<file path="src/cmpv_consts.svh">
// constant definitions for the chip mode, power and vector block
// Overview of operation
// RULE_01 - boot select one normal, zero special
// RULE_02 - capture boot select at reset release
// RULE_03 - mode bit readable, limited software changes
// RULE_04 - normal mode fetches via reset vector
// RULE_05 - special mode activates background debug monitor
// RULE_06 - stop instruction enters stop mode
// RULE_07 - reset, companion or unmasked irq exits stop
// RULE_08 - wait instruction halts cpu clock
// RULE_09 - peripherals keep running in wait
// RULE_10 - reset, companion or unmasked irq ends wait
// RULE_11 - watchdog and periodic freeze under debug
// RULE_12 - fixed priority, vector base plus offset
// RULE_13 - fixed reset vectors fffe fffc fffa
// RULE_14 - trap f8, software interrupt f6
// RULE_15 - link error f4 x, external f2 i
// RULE_16 - periodic f0, serial d8, lock c6, flash b8
// RULE_17 - spurious vector 80 when none remains
// RULE_18 - sixteen-bit vectors two bytes apart
// RULE_19 - reset gives defined start-up states
// RULE_20 - ram untouched by reset
// RULE_21 - highest offset wins among pending
`ifndef CMPV_CONSTS_SVH
`define CMPV_CONSTS_SVH
`define CMPV_MODE_NORMAL 1'b1
`define CMPV_MODE_SPECIAL 1'b0
`define CMPV_VEC_SYS 16'hfffe
`define CMPV_VEC_OSC 16'hfffc
`define CMPV_VEC_WDOG 16'hfffa
`define CMPV_OFS_TRAP 8'hf8
`define CMPV_OFS_SWI 8'hf6
`define CMPV_OFS_LNK 8'hf4
`define CMPV_OFS_LNKX 8'hf2
`define CMPV_OFS_PER 8'hf0
`define CMPV_OFS_SER 8'hd8
`define CMPV_OFS_LOCK 8'hc6
`define CMPV_OFS_FLASH 8'hb8
`define CMPV_OFS_SPUR 8'h80
`define CMPV_VBR_RESET 8'hff
`define CMPV_NSRC 9
`endif

</file>
<file path="src/cmpv_pkg.sv">
// types for the chip mode, power and vector block
package cmpv_pkg;
   typedef enum logic [2:0] {
      CMPV_RUN = 3'b001,
      CMPV_WAIT = 3'b010,
      CMPV_STOP = 3'b100
   } cmpv_pwr_e;
   // interrupt sources in priority order, bit 0 highest
   typedef struct packed {
      logic flash;
      logic lock;
      logic serial;
      logic periodic;
      logic link_ext;
      logic link_err;
      logic software_interrupt;
      logic trap;
   } cmpv_irq_s;
   typedef struct packed {
      logic sys;
      logic osc;
      logic wdog;
   } cmpv_rst_s;
endpackage

</file>
<file path="src/cmpv_top.sv">
// chip mode latch, low-power control and vector selection
`timescale 1ns/10ps
`default_nettype none
`include "cmpv_consts.svh"
module cmpv_top
   import cmpv_pkg::*;
#(
   parameter int VEC_W = 16
) (
   // clock and reset
   input wire logic mclk_i,
   input wire logic sys_rst_i,
   // mode strap and software mode switching
   input wire logic boot_mode_select_i,
   input wire logic mode_wr_i,
   input wire logic mode_wdata_i,
   output logic mode_o,
   output logic background_debug_module_o,
   output logic fetch_internal_o,
   // cpu power requests
   input wire logic stop_instr_i,
   input wire logic wait_instruction_i,
   input wire logic companion_die_interrupt_i,
   output logic cpu_clk_en_o,
   output logic periph_clk_en_o,
   output logic stopped_o,
   output logic waiting_o,
   // freeze options
   input wire logic wdog_freeze_en_i,
   input wire logic periodic_freeze_en_i,
   output logic wdog_freeze_o,
   output logic periodic_freeze_o,
   // reset causes
   input wire cmpv_rst_s rst_cause_i,
   input wire logic clock_monitor_enable_i,
   output logic [VEC_W-1:0] reset_vec_o,
   // interrupt requests, enables and masks
   input wire cmpv_irq_s irq_req_i,
   input wire cmpv_irq_s irq_en_i,
   input wire logic x_mask_i,
   input wire logic i_mask_i,
   input wire logic vbr_wr_i,
   input wire logic [7:0] vbr_wdata_i,
   output logic [7:0] vector_base_register_o,
   input wire logic irq_ack_i,
   output logic irq_pend_o,
   output logic [VEC_W-1:0] irq_vec_o
);
   initial begin
      if (VEC_W != 16) $error("only 16-bit vectors are served");
   end

   ////////////////////////////////////////////////////////////////////////
   // mode latch
   logic mode_reg;
   logic mode_next;
   logic strap_done_reg;
   // only special to normal is allowed by software, never back
   assign mode_next = !strap_done_reg ? boot_mode_select_i :      // [RULE_02]
      (mode_wr_i && mode_wdata_i) ? `CMPV_MODE_NORMAL : mode_reg; // [RULE_03]
   // strap captured on the first clock after release, not under reset
   always_ff @(posedge mclk_i or posedge sys_rst_i) begin
      if (sys_rst_i) begin
         mode_reg <= `CMPV_MODE_SPECIAL; // [RULE_19]
         strap_done_reg <= 1'b0;
      end else begin
         mode_reg <= mode_next;
         strap_done_reg <= 1'b1;
      end
   end
   assign mode_o = mode_reg; // [RULE_03]
   assign background_debug_module_o = (mode_reg == `CMPV_MODE_SPECIAL); // [RULE_05]
   assign fetch_internal_o = (mode_reg == `CMPV_MODE_NORMAL); // [RULE_01] [RULE_04]

   ////////////////////////////////////////////////////////////////////////
   // freeze while debug is active
   assign wdog_freeze_o = wdog_freeze_en_i && background_debug_module_o; // [RULE_11]
   assign periodic_freeze_o = periodic_freeze_en_i && background_debug_module_o; // [RULE_11]

   ////////////////////////////////////////////////////////////////////////
   // interrupt qualification
   cmpv_irq_s live;
   logic [7:0] live_v;
   logic any_unmasked;
   assign live.trap = irq_req_i.trap; // [RULE_14]
   assign live.software_interrupt = irq_req_i.software_interrupt; // [RULE_14]
   assign live.link_err = irq_req_i.link_err && !x_mask_i; // [RULE_15]
   assign live.link_ext = irq_req_i.link_ext && irq_en_i.link_ext && !i_mask_i; // [RULE_15]
   assign live.periodic = irq_req_i.periodic && irq_en_i.periodic && !i_mask_i; // [RULE_16]
   assign live.serial = irq_req_i.serial && irq_en_i.serial && !i_mask_i; // [RULE_16]
   assign live.lock = irq_req_i.lock && irq_en_i.lock && !i_mask_i; // [RULE_16]
   assign live.flash = irq_req_i.flash && irq_en_i.flash && !i_mask_i; // [RULE_16]
   assign live_v = live;
   assign any_unmasked = |live_v;

   ////////////////////////////////////////////////////////////////////////
   // power state machine
   cmpv_pwr_e pwr_reg;
   cmpv_pwr_e pwr_next;
   logic wake;
   assign wake = companion_die_interrupt_i || any_unmasked; // [RULE_07] [RULE_10]
   always_comb begin
      pwr_next = pwr_reg;
      unique case (pwr_reg)
         CMPV_RUN: begin
            if (stop_instr_i) pwr_next = CMPV_STOP; // [RULE_06]
            else if (wait_instruction_i) pwr_next = CMPV_WAIT; // [RULE_08]
         end
         CMPV_WAIT: begin
            if (wake) pwr_next = CMPV_RUN; // [RULE_10]
         end
         CMPV_STOP: begin
            if (wake) pwr_next = CMPV_RUN; // [RULE_07]
         end
         default: pwr_next = CMPV_RUN;
      endcase
   end
   always_ff @(posedge mclk_i or posedge sys_rst_i) begin
      if (sys_rst_i) pwr_reg <= CMPV_RUN; // [RULE_07] [RULE_10]
      else pwr_reg <= pwr_next;
   end
   assign stopped_o = (pwr_reg == CMPV_STOP);
   assign waiting_o = (pwr_reg == CMPV_WAIT);
   assign cpu_clk_en_o = (pwr_reg == CMPV_RUN); // [RULE_08]
   // peripherals keep their clock in wait and gate it locally if they wish
   assign periph_clk_en_o = (pwr_reg != CMPV_STOP); // [RULE_09]

   ////////////////////////////////////////////////////////////////////////
   // vector base register
   logic [7:0] vbr_reg;
   always_ff @(posedge mclk_i or posedge sys_rst_i) begin
      if (sys_rst_i) vbr_reg <= `CMPV_VBR_RESET; // [RULE_19]
      else if (vbr_wr_i) vbr_reg <= vbr_wdata_i; // [RULE_12]
   end
   assign vector_base_register_o = vbr_reg;

   ////////////////////////////////////////////////////////////////////////
   // priority encoder; lowest index carries the highest offset
   localparam logic [7:0] OFS [8] = '{`CMPV_OFS_TRAP, `CMPV_OFS_SWI,
      `CMPV_OFS_LNK, `CMPV_OFS_LNKX, `CMPV_OFS_PER, `CMPV_OFS_SER,
      `CMPV_OFS_LOCK, `CMPV_OFS_FLASH};
   logic [7:0] win_ofs;
   always_comb begin
      win_ofs = `CMPV_OFS_SPUR; // [RULE_17]
      for (int k = 7; k >= 0; k--) begin
         if (live_v[k]) win_ofs = OFS[k]; // [RULE_21] [RULE_12]
      end
   end
   // vector latched at acknowledge so it is stable while the cpu fetches
   logic [VEC_W-1:0] irq_vec_reg;
   always_ff @(posedge mclk_i or posedge sys_rst_i) begin
      // constants only here, so the reset value never depends on logic
      if (sys_rst_i) irq_vec_reg <= {`CMPV_VBR_RESET, `CMPV_OFS_SPUR}; // [RULE_19]
      else if (irq_ack_i) irq_vec_reg <= {vbr_reg, win_ofs}; // [RULE_18]
   end
   assign irq_vec_o = irq_vec_reg;
   assign irq_pend_o = any_unmasked;

   ////////////////////////////////////////////////////////////////////////
   // fixed reset vectors, sampled on the first clock after reset release
   logic [VEC_W-1:0] rvec_next;
   logic [VEC_W-1:0] rvec_reg;
   assign rvec_next = rst_cause_i.wdog ? `CMPV_VEC_WDOG :
      (rst_cause_i.osc && clock_monitor_enable_i) ? `CMPV_VEC_OSC :
      `CMPV_VEC_SYS; // [RULE_13]
   // no ram here: the array is never cleared by this block [RULE_20]
   always_ff @(posedge mclk_i or posedge sys_rst_i) begin
      if (sys_rst_i) rvec_reg <= `CMPV_VEC_SYS; // [RULE_19]
      else if (!strap_done_reg) rvec_reg <= rvec_next; // [RULE_13]
   end
   assign reset_vec_o = rvec_reg;

   ////////////////////////////////////////////////////////////////////////
   // checks
   property p_strap;
      @(posedge mclk_i) disable iff (sys_rst_i)
      !strap_done_reg |=> mode_o == $past(boot_mode_select_i);
   endproperty
   a_strap: assert property (p_strap) else $error("strap not captured"); // [RULE_02]
   property p_no_back;
      @(posedge mclk_i) disable iff (sys_rst_i)
      strap_done_reg && mode_o |=> mode_o;
   endproperty
   a_no_back: assert property (p_no_back) else $error("mode went back"); // [RULE_03]
   property p_bdm;
      @(posedge mclk_i) disable iff (sys_rst_i)
      background_debug_module_o == !mode_o;
   endproperty
   a_bdm: assert property (p_bdm) else $error("debug state wrong"); // [RULE_05]
   property p_stop;
      @(posedge mclk_i) disable iff (sys_rst_i)
      cpu_clk_en_o && stop_instr_i |=> stopped_o && !periph_clk_en_o;
   endproperty
   a_stop: assert property (p_stop) else $error("stop not entered"); // [RULE_06]
   property p_wake;
      @(posedge mclk_i) disable iff (sys_rst_i)
      (stopped_o || waiting_o) && companion_die_interrupt_i |=> cpu_clk_en_o;
   endproperty
   a_wake: assert property (p_wake) else $error("no wake"); // [RULE_07]
   property p_wait;
      @(posedge mclk_i) disable iff (sys_rst_i)
      cpu_clk_en_o && !stop_instr_i && wait_instruction_i
         |=> waiting_o && !cpu_clk_en_o && periph_clk_en_o;
   endproperty
   a_wait: assert property (p_wait) else $error("wait not entered"); // [RULE_08]
   property p_freeze;
      @(posedge mclk_i) disable iff (sys_rst_i)
      mode_o |-> !wdog_freeze_o && !periodic_freeze_o;
   endproperty
   a_freeze: assert property (p_freeze) else $error("freeze in normal"); // [RULE_11]
   property p_swi;
      @(posedge mclk_i) disable iff (sys_rst_i)
      irq_ack_i && irq_req_i.software_interrupt && !irq_req_i.trap
         |=> irq_vec_o == {$past(vbr_reg), 8'hf6};
   endproperty
   a_swi: assert property (p_swi) else $error("swi vector wrong"); // [RULE_14]
   property p_spur;
      @(posedge mclk_i) disable iff (sys_rst_i)
      irq_ack_i && !irq_pend_o |=> irq_vec_o[7:0] == 8'h80;
   endproperty
   a_spur: assert property (p_spur) else $error("spurious wrong"); // [RULE_17]
   property p_lnk;
      @(posedge mclk_i) disable iff (sys_rst_i)
      irq_ack_i && x_mask_i && !(|irq_req_i[7:3]) && !irq_req_i.trap
         && !irq_req_i.software_interrupt |=> irq_vec_o[7:0] != 8'hf4;
   endproperty
   a_lnk: assert property (p_lnk) else $error("x mask ignored"); // [RULE_15]
   // mode decode and low-power clocking
   property p_fetch;
      @(posedge mclk_i) disable iff (sys_rst_i)
      fetch_internal_o == mode_o;
   endproperty
   a_fetch: assert property (p_fetch) else $error("fetch source wrong"); // [RULE_04]
   property p_mode_hold;
      @(posedge mclk_i) disable iff (sys_rst_i)
      strap_done_reg && !mode_wr_i |=> $stable(mode_o);
   endproperty
   a_mode_hold: assert property (p_mode_hold) else $error("mode moved"); // [RULE_03]
   property p_periph;
      @(posedge mclk_i) disable iff (sys_rst_i)
      waiting_o |-> periph_clk_en_o && !cpu_clk_en_o;
   endproperty
   a_periph: assert property (p_periph) else $error("wait clocks wrong"); // [RULE_09]
   property p_wait_wake;
      @(posedge mclk_i) disable iff (sys_rst_i)
      waiting_o && irq_pend_o |=> cpu_clk_en_o;
   endproperty
   a_wait_wake: assert property (p_wait_wake) else $error("wait kept"); // [RULE_10]
   property p_stop_wake;
      @(posedge mclk_i) disable iff (sys_rst_i)
      stopped_o && irq_pend_o |=> cpu_clk_en_o;
   endproperty
   a_stop_wake: assert property (p_stop_wake) else $error("stop kept"); // [RULE_07]
   // vector formation
   property p_trap;
      @(posedge mclk_i) disable iff (sys_rst_i)
      irq_ack_i && irq_req_i.trap |=> irq_vec_o[7:0] == 8'hf8;
   endproperty
   a_trap: assert property (p_trap) else $error("trap vector wrong"); // [RULE_14]
   property p_vbr_hi;
      @(posedge mclk_i) disable iff (sys_rst_i)
      irq_ack_i |=> irq_vec_o[15:8] == $past(vbr_reg);
   endproperty
   a_vbr_hi: assert property (p_vbr_hi) else $error("base not used"); // [RULE_12]
   property p_vbr_keep;
      @(posedge mclk_i) disable iff (sys_rst_i)
      !vbr_wr_i |=> $stable(vector_base_register_o);
   endproperty
   a_vbr_keep: assert property (p_vbr_keep) else $error("base moved"); // [RULE_12]
   property p_ivec_even;
      @(posedge mclk_i) disable iff (sys_rst_i)
      irq_vec_o[0] == 1'b0;
   endproperty
   a_ivec_even: assert property (p_ivec_even) else $error("odd vector"); // [RULE_18]
   property p_link_ext;
      @(posedge mclk_i) disable iff (sys_rst_i)
      irq_ack_i && irq_req_i.link_ext && irq_en_i.link_ext && !i_mask_i
         && irq_req_i[2:0] == 3'h0 |=> irq_vec_o[7:0] == 8'hf2;
   endproperty
   a_link_ext: assert property (p_link_ext) else $error("ext vector wrong"); // [RULE_15]
   // with i set only trap, swi and an unmasked link error may win
   property p_imask;
      @(posedge mclk_i) disable iff (sys_rst_i)
      irq_ack_i && i_mask_i && !irq_req_i.trap && !irq_req_i.software_interrupt
         && !(irq_req_i.link_err && !x_mask_i) |=> irq_vec_o[7:0] == 8'h80;
   endproperty
   a_imask: assert property (p_imask) else $error("i mask ignored"); // [RULE_16]
   // reset vectors, taken once on the first edge after release
   property p_rvec_wdog;
      @(posedge mclk_i) disable iff (sys_rst_i)
      !strap_done_reg && rst_cause_i.wdog |=> reset_vec_o == 16'hfffa;
   endproperty
   a_rvec_wdog: assert property (p_rvec_wdog) else $error("wdog vector"); // [RULE_13]
   property p_rvec_osc;
      @(posedge mclk_i) disable iff (sys_rst_i)
      !strap_done_reg && !rst_cause_i.wdog && rst_cause_i.osc
         && clock_monitor_enable_i |=> reset_vec_o == 16'hfffc;
   endproperty
   a_rvec_osc: assert property (p_rvec_osc) else $error("osc vector"); // [RULE_13]
   property p_rvec_keep;
      @(posedge mclk_i) disable iff (sys_rst_i)
      strap_done_reg |=> $stable(reset_vec_o);
   endproperty
   a_rvec_keep: assert property (p_rvec_keep) else $error("vector moved"); // [RULE_13]
endmodule // cmpv_top
`default_nettype wire

</file>
<file path="config.mk">
export PLATFORM = sky130hd
export DESIGN_NAME = cmpv_top
export DESIGN_NICKNAME = d
export VERILOG_FILES = /design/src/cmpv_pkg.sv /design/src/cmpv_top.sv
export VERILOG_INCLUDE_DIRS = /design/src
export SDC_FILE = /design/constraint.sdc
export NUM_CORES = 1
export LEC_CHECK = 0
export ABC_CLOCK_PERIOD_IN_PS = 1600
export BUFFER_PORTS_ARGS = -buffer_cell sky130_fd_sc_hd__buf_2
export CAP_MARGIN = 20
export CORE_MARGIN = 2
export CORE_UTILIZATION = 42
export CTS_BUF_LIST = sky130_fd_sc_hd__clkbuf_8 sky130_fd_sc_hd__clkbuf_16
export DETAILED_ROUTE_END_ITERATION = 6
export GPL_TIMING_DRIVEN = 0
export HOLD_SLACK_MARGIN = 0.15
export PLACE_DENSITY = 0.79
export SLEW_MARGIN = 20
export SYNTH_ARGS = -nofsm -noshare
export SYNTH_HDL_FRONTEND = slang
export SYNTH_SLANG_ARGS = --single-unit
</file>
<file path="constraint.sdc">
create_clock -name mclk_i -period 1.6 [get_ports mclk_i]
set_input_delay 0.24 -clock mclk_i [delete_from_list [all_inputs] [get_ports mclk_i]]
set_output_delay 0.24 -clock mclk_i [all_outputs]
set_load 0.02 [all_outputs]
</file>
==> impl_metrics.json, run 1 <==
{
  "worstHoldPathType": "input pin to flop",
  "fin_crit_ns": 1.57,
  "grt_pass1_wl_um": 5270,
  "grt_usage": 0.166,
  "path_cells": "buf_6 -> a22o_1 -> a2111o_1 -> nor2_2 -> nand2_1 -> buf_6",
  "synth-edff-count": 0,
  "seqPwrFrac": 0.391,
  "fin_nets": 273,
  "largest_reg_flops": 14,
  "swShare": 0.295,
  "cp.arrival_ns": 1.33,
  "async_reset_ff_frac": 1.00,
  "cts.clk_slew.worst_paths_ns": 0.06,
  "slew_violations": 0,
  "cts_buffers": 5,
  "wl_per_cell_um": 11.4,
  "crit_buf_inv": 2,
  "ys_ff_latch": 29,
  "vdd_drop_max_mv": 0.772,
  "crit_path_start_kind": "input pin",
  "synthesis.area_mm2": 0.00145,
  "dr.pass1.iters": 4,
  "synth.distinct_cells": 33,
  "tightest_slew_ns": 0.581,
  "yosys.area_share.simple": 0.118,
  "comb_power_share": 0.296,
  "rows": 21,
  "synthXorXnorAreaFrac": 0.00605,
  "initial_core_util": 0.437,
  "max_cap_viol_count": 0,
  "hold_viol": 0,
  "placeableCoreArea_mm2": 0.00331,
  "grt_max_degree": 30,
  "postSynthCellCount": 130,
  "p_int_uw": 1720,
  "endpoint_kind": "output port",
  "switching_power_uw": 717,
  "worstPathRequired_ns": 1.36,
  "drc": 0,
  "clkLatencyLatePin_ns": 0.27,
  "slowest_stage": "a2111o_1",
  "vias": 1220,
  "cts.sinks": 29,
  "max_slew_margin": 0.612,
  "drive_above_1_share": 0.616,
  "timing.fmax_ghz": 0.636,
  "yosys_warnings": 0,
  "clockRootBuffer": "clkbuf_8",
  "ios": 92,
  "yosysSeqAreaShare": 0.518,
  "pwr-share-clk": 0.313,
  "period_share": 0.982,
  "fp.dieH_um": 62.7,
  "cp_common_cell": "buf_6",
  "final_cell_mix": "buf_2, buf_4, dfstp_2, conb_1, mux2_2",
  "synth_fa_ha_area_frac": 0,
  "synth_compound_area_frac": 0.103,
  "die_area_mm2": 0.00393,
  "syn2layout_area_growth_pct": 47.8,
  "portBuffers": 70,
  "p_per_area_mw_per_mm2": 1140,
  "synth_top_family_by_area": "multiplexers",
  "antenna_found_initial": 0,
  "viasPerCell": 4.39,
  "drtAntennaViolNets": 0,
  "first_iter_violations": 29,
  "num_antenna_cells": 0,
  "synth.avg_cell_area_um2": 11.1,
  "setup_viol": 0,
  "die_x_um": 62.7,
  "grt_pass1_vias": 1229,
  "cts_max_path_buffers": 2,
  "synthFlopType": "dfstp_2",
  "timing.hold.ws_ns": 0.194,
  "final_common_cell": "buf_2",
  "grt_overflow": 0,
  "hpwl_um": 2320,
  "skew_ns": 0.00178,
  "h-tree-depth": 2,
  "cts_tree": "done",
  "cp_max_fo": 2,
  "wl_um": 3180,
  "crit_family": "compound AO/OA/AOI/OAI gates",
  "p_leak_uw": 0.00107,
  "rsz0062_at_grt": "yes",
  "fin_setup_tns_ns": 0,
  "max_stage_delay_ns": 0.45,
  "critical_path_class": "input pin to output port",
  "synth_mux_area_frac": 0.131,
  "outcome": "finished, final reports clean",
  "gp_congestion": 0.779
}
[path summary, 6_finish.rpt]
check | startpoint | endpoint | slack [ns] | cells past startpoint
min in group asynchronous | sys_rst_i | strap_done_reg | 0.59 | 3
worst max register to register | pwr_reg[1] | pwr_reg[2] | 0.28 | 5
worst min register to register | reset_vec_o[1] | reset_vec_o[1] | 0.47 | 2
max in group asynchronous | sys_rst_i | irq_vec_o[6] | 0.63 | 3
worst min-delay path | wait_instruction_i | pwr_reg[0] | 0.19 | 3
worst max-delay path | irq_en_i[3] | irq_pend_o | 0.03 | 6
[cells by family (layout without fill, tap and decap cells)]
group	count (synthesis)	after routing
flops	29	29
compound gates	22	22
buf+inv	29	116
other cells	2	17
xor+xnor	1	1
simple gates	30	30
mux	17	17
[metrics by stage]
stage               cell area, um^2  power (uW)  setup slack, ns  utilization  std cells
floorplan                      1500        1370           0.0240            -        145
global placement               1910        1550           -0.123        0.577        261
detailed placement             1910        1570           -0.128        0.577        261
CTS                            2090        2420          0.00546        0.631        275
global route                   2140        2550          -0.0250        0.646        278
finish                         2140        2430           0.0287        0.646        278
[repair_timing]
| action | 4_1_cts | 5_1_grt |
|---|---|---|
| pin swaps | 1 | 3 |
| gates resized for setup | 3 | 8 |
| endpoints found under the setup margin | 3 | 3 |
| hold buffers | 1 | 1 |
| endpoints found under the hold margin | 1 | 10 |
| setup buffers | 5 | 2 |
[cell usage after synthesis, types with 2 or more instances]
cell type,n,area share
o21a_1,2,0.010
inv_1,9,0.023
dfstp_2,19,0.34
a21oi_1,8,0.028
o22ai_1,2,0.0086
nor2b_1,2,0.0086
conb_1,2,0.0052
a22o_1,2,0.012
clkbuf_1,3,0.0078
nor2_1,12,0.031
nor3b_1,2,0.010
mux2_2,16,0.12
dfrtp_1,10,0.17
buf_4,17,0.088
nand2_1,6,0.016
[per-layer routing]
metal / part of all wire / vias up / global-route usage
li1: - / 611 / -
met1: 0.43 / 552 / 0.189
met2: 0.49 / 57 / 0.289
met3: 0.086 / 0 / 0.0649
met4: 0 / 0 / 0.0500
met5: 0 / - / 0
[power by group through the flow]
stage               Combinational, uW  Clock (uW)  Sequential [uW]
floorplan                         318           0             1050
global placement                  586           0              962
detailed placement                598           0              967
CTS                               681         793              951
global route                      774         814              966
finish                            721         761              951
[layout make-up]
cell class	instances	area, um^2
Inverter	9	33.8
Timing Repair Buffer	79	448
Sequential cell	29	749
Clock buffer	6	82.6
Fill cell	301	1170
Multi-Input combinational cell	87	596
Clock inverter	2	33.8
Buffer	20	139
Tap cell	46	57.6
[worst reg2reg max path, delay by kind of cell (launching register included)]
kind / cells / cell delay [ns]
xor gates and xnor gates: 1 / 0.15
DFF: 1 / 0.39
buffers and inverters: 1 / 0.16
AOI/OAI and AO/OA: 2 / 0.34
and+or+nand+nor: 1 / 0.22
(Power assumes the default switching activity.)
==> inputs of run 2 (changes only) <==
Settings changed: BUFFER_PORTS_ARGS -buffer_cell sky130_fd_sc_hd__buf_2 to default, CORE_UTILIZATION 42 to 48, DONT_BUFFER_PORTS from default to 1, PLACE_DENSITY 0.79 to default.
==> impl_metrics.json, run 2 (same netlist as run 1, synthesis figures left out) <==
{
  "largest_reg_flops": 14,
  "initial_core_util": 0.516,
  "fin_total_pwr_uw": 2240,
  "max_cap_viol_count": 0,
  "worstPathRequired_ns": 1.36,
  "fin_crit_ns": 1.52,
  "max_slew_margin": 0.621,
  "period_share": 0.948,
  "timing.fmax_ghz": 0.659,
  "final_common_cell": "dfstp_2",
  "fp.dieH_um": 58.9,
  "seqPwrFrac": 0.482,
  "cp.arrival_ns": 1.28,
  "r2r_slack_ns": 0.34,
  "cts_buffers": 5,
  "clockRootBuffer": "clkbuf_8",
  "wl_um": 2650,
  "reg2reg_depth": 3,
  "critical_path_class": "flop to output port",
  "ios": 92,
  "num_antenna_cells": 0,
  "grt_usage": 0.155,
  "grt_overflow": 0,
  "timing.rr.start": "pwr_reg[0]",
  "slew_violations": 0,
  "timing.rr.end": "pwr_reg[0]",
  "final_cells": 201,
  "cts.sinks": 29,
  "final_cell_mix": "dfstp_2, buf_4, conb_1, dlygate4sd3_1, mux2_2",
  "drc": 9,
  "vdd_drop_max_mv": 0.733,
  "endpoint_kind": "output port",
  "comb_power_share": 0.181,
  "clkLatencyLatePin_ns": 0.27,
  "p_int_uw": 1590,
  "switching_power_uw": 654,
  "portBuffers": 0,
  "violations": "design-rule violations",
  "rsz0062_at_grt": "no",
  "fin_setup_tns_ns": 0,
  "swShare": 0.292,
  "dr.pass1.iters": 6,
  "die_area_mm2": 0.00347,
  "fin_nets": 211,
  "placeableCoreArea_mm2": 0.00281,
  "timing.hold.ws_ns": 0.163,
  "viasPerCell": 4.90,
  "grt_pass1_wl_um": 3970,
  "setup_viol": 0,
  "tightest_slew_ns": 0.568,
  "gp_congestion": 0.727,
  "cts.clk_slew.worst_paths_ns": 0.06,
  "drive_above_1_share": 0.394,
  "first_iter_violations": 19,
  "whs_endpoint": "irq_vec_o[2]",
  "h-tree-depth": 2,
  "outcome": "finished with violations",
  "syn2layout_area_growth_pct": 27.7,
  "p_leak_uw": 0.000820,
  "cts_tree": "done",
  "grt_pass1_vias": 982,
  "pwr-share-clk": 0.337,
  "worstHoldPathCells": 2,
  "antenna_found_initial": 0,
  "vias": 985,
  "die_x_um": 58.9,
  "drtAntennaViolNets": 0,
  "cp_max_fo": 5,
  "rows": 19,
  "skew_ns": 0.00583,
  "worstHoldPathType": "input pin to flop",
  "wl_per_cell_um": 13.2,
  "cts_max_path_buffers": 2,
  "dpl.cell_count": 176,
  "grt_max_degree": 30,
  "hold_start": "irq_ack_i",
  "hold_viol": 0,
  "p_per_area_mw_per_mm2": 1210,
  "hpwl_um": 1950,
  "crit_path_start_kind": "flop"
}
-- run 2: cell types whose count changed in the layout (fill, tap and decap cells not counted), sizes merged --
cell,previous run,this run
dlygate4sd3,2,17
buf,94,17
-- run 2: worst max-delay path by stage --
stage | startpoint | endpoint | slack [ns] | cells past startpoint
2_1_floorplan | pwr_reg[0] | pwr_reg[0] | 0.02 | 3
3_3_place_gp | pwr_reg[0] | pwr_reg[0] | -0.04 | 3
3_5_place_dp | pwr_reg[0] | pwr_reg[0] | -0.07 | 3
4_1_cts | irq_req_i[3] | irq_pend_o | 0.04 | 4
5_1_grt | irq_req_i[3] | irq_pend_o | 0.04 | 4
6_report | pwr_reg[1] | stopped_o | 0.08 | 2
-- run 2: layout make-up --
class | instances | area (um^2)
Multi-Input combinational cell | 87 | 601
Clock buffer | 6 | 82.6
Buffer | 20 | 139
Tap cell | 31 | 38.8
Inverter | 9 | 33.8
Fill cell | 233 | 956
Clock inverter | 2 | 33.8
Sequential cell | 29 | 751
Timing Repair Buffer | 17 | 170
-- run 2: critical path, stage by stage, from the launching register on --
cell,delay [ns]
dfrtp_1,0.44
or3b_4,0.45
inv_2,0.12
-- run 2: metrics by stage --
step / utilization / worst slack, ns / cell area [um^2]
2_1_floorplan: - / 0.0240 / 1500
3_3_place_gp: 0.550 / -0.0363 / 1540
3_5_place_dp: 0.550 / -0.0667 / 1540
4_1_cts: 0.655 / 0.0382 / 1840
5_1_grt: 0.659 / 0.0387 / 1850
6_report: 0.659 / 0.0826 / 1850
-- run 2: timing repair --
item,4_1_cts,5_1_grt
setup buffers,0,0
hold buffers,17,0
endpoints found under the hold margin,24,0
pin swaps,0,1
setup endpoints to repair,5,2
resized for setup,3,3
-- run 2: power groups by stage --
stage                     logic, uW  clock network [uW]  registers [uW]
after detailed placement        348                   0            1080
after global routing            443                 797            1100
after floorplan                 318                   0            1050
after global placement          338                   0            1070
final                           406                 754            1080
after CTS                       394                 774            1070
-- run 2: layer usage --
layer	GRT usage	vias up	routed length (um)
met2	0.286	53	1380
li1	-	485	-
met3	0.0615	3	291
met1	0.155	444	949
met4	0.0584	0	19
met5	0	-	0
